--- src/common/addr20_params.svh ---
// constants for the address-bit-20 mask and test strap block
// assumes inclusion by bare name from the design files
`ifndef ADDR20_PARAMS_SVH
`define ADDR20_PARAMS_SVH

// configuration bytes: word address on host lines 31:2 and byte lanes
`define CFG_WORD_ADDR 30'h0000030c
`define CFG_C30_LANE 0
`define CFG_C31_LANE 1
`define CFG_C30_OFFSET 12'hc30
`define CFG_C31_OFFSET 12'hc31

// field positions inside the configuration bytes
`define C30_FAST_MASK_BIT 0
`define C30_REV_LSB 2
`define C30_REV_MSB 3
`define C31_EARLY_WE_BIT 0

// reset values
`define C30_FAST_MASK_RESET 1'b0
`define C31_RESET 8'h00

// timing counts in sys_clk cycles
`define STRAP_SETTLE_CYCLES 2'd2
`define STROBE_NORMAL_DELAY 2'd2

// bit positions inside the pin synchroniser vector
`define PIN_DR_CLK 0
`define PIN_MODE_N 1
`define PIN_GATE 2
`define PIN_ISA_N 3
`define PIN_WR 4
`define PIN_DC 5
`define PIN_MIO 6
`define PIN_ADS_N 7
`define PIN_BE_LSB 8
`define PIN_BE_MSB 11
`define PIN_ADDR_LSB 12
`define PIN_ADDR_MSB 41
`define PIN_DATA_LSB 42
`define PIN_DATA_MSB 73
`define PIN_SYNC_W 74

`endif

--- src/common/addr20_pkg.sv ---
// types shared by the mask/strap block and its cache strobe generator
// assumes nothing of its surroundings
package addr20_pkg;

  typedef logic [3:0] lanes_t;
  typedef logic [29:0] host_addr_t;
  typedef logic [31:0] host_data_t;

  typedef enum logic [1:0] {
    MODE_STRAP_WAIT,
    MODE_NORMAL,
    MODE_TRISTATE
  } mode_e;

  typedef enum logic [1:0] {
    BUS_IDLE,
    BUS_ACK,
    BUS_RECOVER
  } bus_e;

endpackage : addr20_pkg

--- src/rtl/cache_strobe_gen.sv ---
// cache byte write strobe generator, early or normal timing
// assumes write_req and lanes come from logic on sys_clk
`timescale 1ns/10ps
`include "addr20_params.svh"

module cache_strobe_gen (
  // clock and reset
  input wire logic sys_clk,
  input wire logic rst_n,
  // request side
  input wire logic write_req,
  input wire addr20_pkg::lanes_t lanes,
  input wire logic early_en,
  input wire logic dr_edge,
  // strobes, active low
  output addr20_pkg::lanes_t strobes_n
);
  import addr20_pkg::*;

  typedef struct packed {
    logic pend;
    logic [1:0] cnt;
    lanes_t lanes;
    lanes_t strobes_n;
  } strobe_s;

  strobe_s st_r;
  strobe_s st_nxt;

  always_comb
  begin
    st_nxt = st_r;
    st_nxt.strobes_n = 4'hf;
    if (st_r.pend)
    begin
      // early timing follows the double-rate edge, but never later than normal timing
      if ((early_en && dr_edge) || (st_r.cnt == (`STROBE_NORMAL_DELAY - 2'd1)))
      begin
        st_nxt.strobes_n = ~st_r.lanes;
        st_nxt.pend = 1'b0;
      end
      st_nxt.cnt = st_r.cnt + 2'd1;
    end
    else if (write_req)
    begin
      st_nxt.pend = 1'b1;
      st_nxt.cnt = 2'd0;
      st_nxt.lanes = lanes;
    end
  end

  always_ff @(posedge sys_clk or negedge rst_n)
  begin
    if (!rst_n)
      st_r <= '{pend: 1'b0, cnt: 2'd0, lanes: 4'h0, strobes_n: 4'hf};
    else
      st_r <= st_nxt;
  end

  assign strobes_n = st_r.strobes_n;

  property p_early_strobe;
    @(posedge sys_clk) disable iff (!rst_n)
      (st_r.pend && early_en && dr_edge && (st_r.lanes != 4'h0)) |=> (strobes_n == ~$past(st_r.lanes));
  endproperty
  a_early_strobe: assert property (p_early_strobe) else $error("early strobe missed the double-rate edge");

  property p_strobe_bounded;
    @(posedge sys_clk) disable iff (!rst_n)
      (write_req && !st_r.pend && (lanes != 4'h0)) |-> ##[2:3] (strobes_n == ~$past(lanes, 2) || strobes_n == ~$past(lanes, 3));
  endproperty
  a_strobe_bounded: assert property (p_strobe_bounded) else $error("cache strobe not issued in time");

  property p_strobe_one_cycle;
    @(posedge sys_clk) disable iff (!rst_n)
      (strobes_n != 4'hf) |=> (strobes_n == 4'hf);
  endproperty
  a_strobe_one_cycle: assert property (p_strobe_one_cycle) else $error("cache strobe wider than one cycle");

endmodule : cache_strobe_gen

--- src/rtl/addr20_mask_and_test_strap.sv ---
// address-bit-20 mask, configuration bytes and tristate board-test strap
// assumes all host pins are asynchronous to sys_clk; cache_write_req is on sys_clk
//
// Operation
// - mask active when fast bit or gate set
// - revision bits read fixed, writes ignored
// - test mode floats every output pin
// - straps sampled at reset release pick mode
// - mask output forces host A20 low
// - early write bit times strobes from double clock
// - status inputs sampled with address lines
// - write/read sampled with lanes, ignored for ISA
// - byte lanes select valid register and cache bytes
// - registers decoded from address lines 31:2
`timescale 1ns/10ps
`include "addr20_params.svh"

module addr20_mask_and_test_strap #(
  parameter logic [1:0] REVISION = 2'h1, // arbitrary value
  parameter int LANES = 4
) (
  // clock and reset
  input wire logic sys_clk,
  input wire logic rst_n,
  // host address and status
  input wire addr20_pkg::host_addr_t host_address_lines,
  input wire addr20_pkg::lanes_t host_byte_lane_enables_n,
  input wire logic host_addr_strobe_n,
  input wire logic host_mem_or_io,
  input wire logic host_data_or_control,
  input wire logic host_write_or_read,
  input wire logic isa_master16_n,
  // host data bus and ready
  input wire addr20_pkg::host_data_t host_data_in,
  output addr20_pkg::host_data_t host_data_out,
  output logic host_data_oe,
  output logic host_ready_n,
  output logic host_ready_oe,
  // gate line, doubles as the test select strap
  input wire logic keyboard_gate_in,
  input wire logic test_mode_strap_n,
  // mask output
  output logic addr_bit20_mask_out_n,
  output logic addr_bit20_mask_oe,
  // cache strobes
  input wire logic double_rate_clock,
  input wire logic cache_write_req,
  output addr20_pkg::lanes_t cache_byte_write_strobes_n,
  output logic cache_byte_write_strobes_oe
);
  import addr20_pkg::*;

  if (LANES != 4)
  begin : g_bad_lanes
    $error("only four byte lanes are supported");
  end

  typedef struct packed {
    logic [`PIN_SYNC_W-1:0] sync1;
    logic [`PIN_SYNC_W-1:0] sync2;
    logic dr_prev;
    mode_e mode;
    logic [1:0] strap_cnt;
    bus_e bus;
    logic fast_mask;
    logic [7:0] cfg31;
    logic cyc_mio;
    logic cyc_dc;
    logic cyc_wr;
    lanes_t cyc_be_n;
    logic mask_n;
    logic mask_oe;
    logic strobes_oe;
    logic ready_n;
    logic ready_oe;
    host_data_t data_out;
    logic data_oe;
  } state_s;

  state_s st_r;
  state_s st_nxt;
  logic [`PIN_SYNC_W-1:0] pins;
  logic [`PIN_SYNC_W-1:0] s;
  logic gate_s;
  logic hit;
  logic wr_eff;
  logic dr_edge;
  lanes_t strobes_n;

  assign pins = {host_data_in, host_address_lines, host_byte_lane_enables_n, host_addr_strobe_n,
                 host_mem_or_io, host_data_or_control, host_write_or_read, isa_master16_n,
                 keyboard_gate_in, test_mode_strap_n, double_rate_clock};
  assign s = st_r.sync2;
  assign gate_s = s[`PIN_GATE];
  assign dr_edge = s[`PIN_DR_CLK] && !st_r.dr_prev;
  // I/O data cycle at the configuration word, with one of its lanes enabled
  assign hit = (s[`PIN_ADDR_MSB:`PIN_ADDR_LSB] == `CFG_WORD_ADDR) && !s[`PIN_MIO] && s[`PIN_DC]
               && (!s[`PIN_BE_LSB + `CFG_C30_LANE] || !s[`PIN_BE_LSB + `CFG_C31_LANE]);
  // an ISA master drives no valid write/read line, so its cycles never write
  assign wr_eff = s[`PIN_WR] && s[`PIN_ISA_N];

  always_comb
  begin
    st_nxt = st_r;
    st_nxt.sync1 = pins;
    st_nxt.sync2 = st_r.sync1;
    st_nxt.dr_prev = s[`PIN_DR_CLK];
    st_nxt.mask_n = !(st_r.fast_mask || gate_s);
    case (st_r.mode)
      MODE_STRAP_WAIT:
      begin
        // synchronised straps need two cycles after release before they are valid
        st_nxt.strap_cnt = st_r.strap_cnt + 2'd1;
        if (st_r.strap_cnt == `STRAP_SETTLE_CYCLES)
        begin
          if (!s[`PIN_MODE_N] && gate_s)
            st_nxt.mode = MODE_TRISTATE;
          else
            st_nxt.mode = MODE_NORMAL;
        end
      end
      MODE_NORMAL:
      begin
        st_nxt.mask_oe = 1'b1;
        st_nxt.strobes_oe = 1'b1;
        case (st_r.bus)
          BUS_IDLE:
          begin
            if (!s[`PIN_ADS_N])
            begin
              st_nxt.cyc_mio = s[`PIN_MIO];
              st_nxt.cyc_dc = s[`PIN_DC];
              st_nxt.cyc_wr = wr_eff;
              st_nxt.cyc_be_n = s[`PIN_BE_MSB:`PIN_BE_LSB];
              if (hit)
              begin
                if (wr_eff && !s[`PIN_BE_LSB + `CFG_C30_LANE])
                  st_nxt.fast_mask = s[`PIN_DATA_LSB + `C30_FAST_MASK_BIT];
                if (wr_eff && !s[`PIN_BE_LSB + `CFG_C31_LANE])
                  st_nxt.cfg31 = s[`PIN_DATA_LSB + 15:`PIN_DATA_LSB + 8];
                st_nxt.data_out = 32'h0;
                if (!s[`PIN_BE_LSB + `CFG_C30_LANE])
                  st_nxt.data_out[7:0] = {4'h0, REVISION, 1'b0, st_r.fast_mask};
                if (!s[`PIN_BE_LSB + `CFG_C31_LANE])
                  st_nxt.data_out[15:8] = st_r.cfg31;
                st_nxt.data_oe = !wr_eff;
                st_nxt.ready_n = 1'b0;
                st_nxt.ready_oe = 1'b1;
                st_nxt.bus = BUS_ACK;
              end
            end
          end
          BUS_ACK:
          begin
            // ready is driven high for a cycle before it floats
            st_nxt.ready_n = 1'b1;
            st_nxt.data_oe = 1'b0;
            st_nxt.bus = BUS_RECOVER;
          end
          BUS_RECOVER:
          begin
            st_nxt.ready_oe = 1'b0;
            st_nxt.bus = BUS_IDLE;
          end
          default:
          begin
            st_nxt.bus = BUS_IDLE;
          end
        endcase
      end
      MODE_TRISTATE:
      begin
        // only a reset leaves this mode
        st_nxt.mode = MODE_TRISTATE;
        st_nxt.mask_oe = 1'b0;
        st_nxt.strobes_oe = 1'b0;
        st_nxt.ready_oe = 1'b0;
        st_nxt.data_oe = 1'b0;
      end
      default:
      begin
        st_nxt.mode = MODE_STRAP_WAIT;
      end
    endcase
  end

  always_ff @(posedge sys_clk or negedge rst_n)
  begin
    if (!rst_n)
      st_r <= '{sync1: '0, sync2: '0, dr_prev: 1'b0, mode: MODE_STRAP_WAIT, strap_cnt: 2'd0,
                bus: BUS_IDLE, fast_mask: `C30_FAST_MASK_RESET, cfg31: `C31_RESET, cyc_mio: 1'b0,
                cyc_dc: 1'b0, cyc_wr: 1'b0, cyc_be_n: 4'hf, mask_n: 1'b1, mask_oe: 1'b0,
                strobes_oe: 1'b0, ready_n: 1'b1, ready_oe: 1'b0, data_out: 32'h0, data_oe: 1'b0};
    else
      st_r <= st_nxt;
  end

  cache_strobe_gen u_strobes (
    .sys_clk(sys_clk),
    .rst_n(rst_n),
    .write_req(cache_write_req),
    .lanes(~st_r.cyc_be_n),
    .early_en(st_r.cfg31[`C31_EARLY_WE_BIT]),
    .dr_edge(dr_edge),
    .strobes_n(strobes_n)
  );

  assign host_data_out = st_r.data_out;
  assign host_data_oe = st_r.data_oe;
  assign host_ready_n = st_r.ready_n;
  assign host_ready_oe = st_r.ready_oe;
  assign addr_bit20_mask_out_n = st_r.mask_n;
  assign addr_bit20_mask_oe = st_r.mask_oe;
  assign cache_byte_write_strobes_n = strobes_n;
  assign cache_byte_write_strobes_oe = st_r.strobes_oe;

  property p_mask_or;
    @(posedge sys_clk) disable iff (!rst_n)
      ##1 (addr_bit20_mask_out_n == !($past(st_r.fast_mask) || $past(gate_s)));
  endproperty
  a_mask_or: assert property (p_mask_or) else $error("mask output is not the or of its sources");

  property p_rev_read;
    @(posedge sys_clk) disable iff (!rst_n)
      (host_data_oe && !st_r.cyc_be_n[`CFG_C30_LANE]) |-> (host_data_out[`C30_REV_MSB:`C30_REV_LSB] == REVISION);
  endproperty
  a_rev_read: assert property (p_rev_read) else $error("revision field read wrong");

  property p_tristate_all;
    @(posedge sys_clk) disable iff (!rst_n)
      ($past(st_r.mode) == MODE_TRISTATE) |-> !(host_data_oe || host_ready_oe || addr_bit20_mask_oe
                                                || cache_byte_write_strobes_oe);
  endproperty
  a_tristate_all: assert property (p_tristate_all) else $error("a pin is driven in test mode");

  property p_strap_decode;
    @(posedge sys_clk) disable iff (!rst_n)
      ($past(st_r.mode) == MODE_STRAP_WAIT && st_r.mode != MODE_STRAP_WAIT)
        |-> ((st_r.mode == MODE_TRISTATE) == (!$past(s[`PIN_MODE_N]) && $past(gate_s)));
  endproperty
  a_strap_decode: assert property (p_strap_decode) else $error("strap decode chose the wrong mode");

  property p_tristate_held;
    @(posedge sys_clk) disable iff (!rst_n)
      (st_r.mode == MODE_TRISTATE) |=> (st_r.mode == MODE_TRISTATE);
  endproperty
  a_tristate_held: assert property (p_tristate_held) else $error("test mode left without reset");

  property p_status_capture;
    @(posedge sys_clk) disable iff (!rst_n)
      (st_r.mode == MODE_NORMAL && st_r.bus == BUS_IDLE && !s[`PIN_ADS_N])
        |=> (st_r.cyc_mio == $past(s[`PIN_MIO]) && st_r.cyc_dc == $past(s[`PIN_DC])
             && st_r.cyc_wr == $past(wr_eff) && st_r.cyc_be_n == $past(s[`PIN_BE_MSB:`PIN_BE_LSB]));
  endproperty
  a_status_capture: assert property (p_status_capture) else $error("status not captured with address");

  property p_isa_no_write;
    @(posedge sys_clk) disable iff (!rst_n)
      (st_r.bus == BUS_IDLE && !s[`PIN_ADS_N] && !s[`PIN_ISA_N]) |=> ($stable(st_r.fast_mask) && $stable(st_r.cfg31));
  endproperty
  a_isa_no_write: assert property (p_isa_no_write) else $error("isa master cycle changed a register");

  property p_lane_gate;
    @(posedge sys_clk) disable iff (!rst_n)
      (st_r.bus == BUS_IDLE && s[`PIN_BE_LSB + `CFG_C30_LANE]) |=> $stable(st_r.fast_mask);
  endproperty
  a_lane_gate: assert property (p_lane_gate) else $error("disabled lane wrote the fast mask bit");

  property p_decode_ready;
    @(posedge sys_clk) disable iff (!rst_n)
      (st_r.mode == MODE_NORMAL && st_r.bus == BUS_IDLE && !s[`PIN_ADS_N] && hit)
        |=> (!host_ready_n && host_ready_oe) ##1 (host_ready_n && host_ready_oe) ##1 !host_ready_oe;
  endproperty
  a_decode_ready: assert property (p_decode_ready) else $error("register access not answered");

endmodule : addr20_mask_and_test_strap

--- config.mk ---
export PLATFORM = sky130hd
export DESIGN_NAME = addr20_mask_and_test_strap
export DESIGN_NICKNAME = d
export VERILOG_FILES = /design/src/common/addr20_pkg.sv /design/src/rtl/cache_strobe_gen.sv /design/src/rtl/addr20_mask_and_test_strap.sv
export VERILOG_INCLUDE_DIRS = /design/src /design/src/common
export SDC_FILE = /design/constraint.sdc
export NUM_CORES = 1
export LEC_CHECK = 0
export CAP_MARGIN = 0
export CORE_ASPECT_RATIO = 0.6
export CORE_MARGIN = 3
export CORE_UTILIZATION = 45
export CTS_BUF_LIST = sky130_fd_sc_hd__clkbuf_4
export CTS_CLUSTER_SIZE = 30
export DETAILED_ROUTE_END_ITERATION = 12
export DONT_BUFFER_PORTS = 1
export PLACE_DENSITY = 0.7
export SYNTH_ARGS = -nofsm -noshare
export SYNTH_HDL_FRONTEND = slang
export SYNTH_SLANG_ARGS = --single-unit
--- constraint.sdc ---
create_clock -name sys_clk -period 2.3 [get_ports sys_clk]
set_input_delay 0.115 -clock sys_clk [delete_from_list [all_inputs] [get_ports sys_clk]]
set_output_delay 0.115 -clock sys_clk [all_outputs]
set_load 0.02 [all_outputs]
==> impl_metrics.csv <==
group,metric,value,unit
status,status,"finished with violations",
status,violations,"hold timing",
finish,seqCellArea,3720,um^2
cts,cts_sinks,148,
cts,worst_setup_hold_path_clk_slew,0.13,ns
cts,h-tree-depth,4,
sta,slew_violations,0,
critical_path,worst-setup-path-type,"register to register",
detailed_routing,routed_wl,7670,um
synthesis,ys_seq_area_share,76.3,%
placed_design,routabilityCongestion,0.785,
detailed_routing,vias,2409,
synthesis,async_flop_share,100,%
finish,area_delta_synth_final,16.5,%
power,switchingPower,1.50,mW
placed_design,hpwl,4660,um
critical_path,rr_worst_depth,7,
power,ir_drop,0.554,mV
detailed_routing,wl_per_cell,14.7,um
floorplanning,num_rows,28,
global_routing,grt_pass1_vias,2641,
critical_path,worstPathRequired,2.71,ns
synthesis,synth_cell_types,38,
cts,cts_tree,"built",
global_routing,grt_overflow,0,
finish,multi_input_comb_area,907,um^2
critical_path,cp-end-kind,"register",
detailed_routing,first_iter_violations,80,
critical_path,critPathLaunchType,"register",
synthesis,synth_cells,316,
floorplanning,start_util,47.7,%
power,p_int,3.69,mW
floorplanning,core-area,10200,um^2
sta,layout_setup_ws,0.0869,ns
critical_path,r2r_setup_slack,0.09,ns
power,switching_share,28.9,%
sta,fmax,452,MHz
sta,hold_viol,148,
global_routing,antenna_found_initial,0,
finish,n_fill_cell,836,
power,pwr_density_cell,916,nW/um^2
power,leakage,2.58,nW
critical_path,cp_max_fo,8,
critical_path,r2r_end,"st_r[47]",
floorplanning,die_area,12100,um^2
detailed_routing,drc,0,
sta,fin_hold_ws,-0.719,ns
synthesis,synth_top_cell_area_share,71.0,%
finish,drive_gt1_share,18.0,%
critical_path,arrival,2.62,ns
critical_path,r2r_start,"st_r[59]",
finish,diodes,0,
placed_design,port_buffers,0,
synthesis,synthFlopType,"dfrtp_1",
cts,clockRootBuffer,"clkbuf_4",
global_routing,grtUsageTotal,14.0,%
synthesis,ys_ff_latch,148,
detailed_routing,ant_nets,0,
synthesis,syn-cell-area,4870,um^2
synthesis,yosys.area.top_type,"dfrtp_1",
power,pwr-share-clk,28.4,%
finish,design_area,5670,um^2
floorplanning,fp.dieH,86.6,um
finish,postLayoutCoreUtil,55.6,%
finish,fin_nets,457,
cts,cts_hold_buf,52,
detailed_routing,routed_via_density,4.61,
global_routing,grt_pass1_wl,12900,um
flow_run,drv_cap,0,
synthesis,syn_avg_cell_area,15.4,um^2
min_path,min_path_type,"input port to async pin",
cts,clk_path_buf_depth,2,
synthesis,synth-edff-count,0,
global_routing,grt_max_degree,149,
power,p_comb_share,12.2,%
placed_design,placed_cell_area,4860,um^2
floorplanning,io_pins,119,
placed_design,dp_slack,0.0817,ns
power,seqPwrFrac,59.5,%
floorplanning,fp.dieW,140,um
sta,finalSetupViolCount,0,
sta,skew,0.0165,ns
synthesis,synth_top_cells_by_area,"dfrtp_1 (71%), buf_4 (5.7%), dfstp_2 (5.4%), mux2_2 (3.0%), nand2_1 (2.0%)",
sta,period_needed,2.21,ns
cts,cts_buffers,17,
synthesis,yosys_warnings,0,
sta,finalCritPeriodShare,96.2,%
detailed_routing,drt_pass1_iterations,4,
cts,clock_latency,0.52,ns
metal layers:
layer,part of all wire [%],track usage [%],vias up,routed length (um)
li1,-,-,1112,-
met1,42,16.5,1217,3230
met2,50,23.1,72,3860
met3,6.7,6.06,8,517
met4,0.77,5.54,0,59
met5,0,0,-,0
kinds of logic (layout without fill, tap and decap cells):
group	Yosys count	after routing	synth area share, %
compound gates	31	31	4.40
xor+xnor	1	1	0.180
fa+ha+maj	5	5	1.29
buf+inv	51	102	6.94
flops	148	148	76.3
mux	16	16	3.62
other cells	1	22	0.0770
simple gates	63	63	7.15
layout make-up:
class	instances	share of cell area, %
Sequential cell	148	65.5
Multi-Input combinational cell	138	16.0
Tap cell	135	2.98
Inverter	10	0.662
Clock buffer	17	2.25
Timing Repair Buffer	60	10.2
Clock inverter	15	2.36
flip-flops by register name, summed over array words and instances, names as in the netlist, 4 cells and up:
name / count
st_r: 20
u_strobes.st_r: 7
u_strobes.strobes_n: 4
host_data_out: 10
st_nxt: 51
s: 51
how the worst max path moves through the flow:
stage	from	endpoint	slack (ns)	cells after the start
floorplan	st_r[59]	st_r[45]	0.19	8
global placement	st_r[59]	st_r[46]	0.17	7
detailed placement	st_r[59]	st_r[48]	0.08	7
CTS	st_r[59]	st_r[46]	0.02	7
global route	st_r[59]	st_r[47]	-0.003	7
finish	st_r[59]	st_r[47]	0.09	7
synthesized netlist by cell type, types with 2 or more instances:
master and n:
a22o_1 4, buf_4 37, clkbuf_1 3, dfrtp_1 138, dfstp_2 10, ha_1 5
inv_1 10, mux2_2 13, mux2i_1 3, nand2_1 26, nand2b_1 12, nor2_1 8
nor4_1 5, o211ai_1 2, o21ai_0 17
cells in the final DEF (no fill, tap or decap), types with 2 or more instances in the layout:
cell type      count
dfrtp_1          138
dlygate4sd3_1     52
nand2_1           26
conb_1            22
o21ai_0           17
clkbuf_4          17
nand2b_1          12
mux2_2            12
dfstp_2           10
inv_1              9
nor2_1             8
buf_4              8
inv_6              6
nor4_1             5
a22o_1             4
ha_1               4
inv_8              4
mux2i_1            3
clkinvlp_4         3
o211ai_1           2
stage by stage:
stage                     TNS (ns)  hold slack, ns  std cells  total power [mW]
after floorplan                  0          -0.181        337              3.59
after detailed placement         0          -0.177        437              3.65
final                            0          -0.719        523              5.20
after global routing      -0.00281          -0.808        523              5.50
after CTS                        0          -0.784        521              5.22
after global placement           0          -0.177        437              3.60
worst max-delay path: stages, from the launching register on:
cell and delay, ns:
dfrtp_1 0.45, inv_2 0.08, ha_2 0.17, or3b_4 0.38
or2_4 0.28, nor3_4 0.19, nand4_4 0.20, mux2_4 0.36
power groups by stage:
stage | Clock (mW) | Combinational, mW | Sequential, mW
final | 1.48 | 0.632 | 3.09
after floorplan | 0 | 0.537 | 3.05
after global placement | 0 | 0.478 | 3.12
after global routing | 1.67 | 0.710 | 3.12
after detailed placement | 0 | 0.511 | 3.14
after CTS | 1.53 | 0.599 | 3.09
what timing repair did:
action | 4_1_cts | 5_1_grt
resized for setup | 0 | 5
setup buffers | 0 | 2
hold endpoints to repair | 206 | 148
endpoints found under the setup margin | 0 | 8
(Power assumes the default switching activity.)
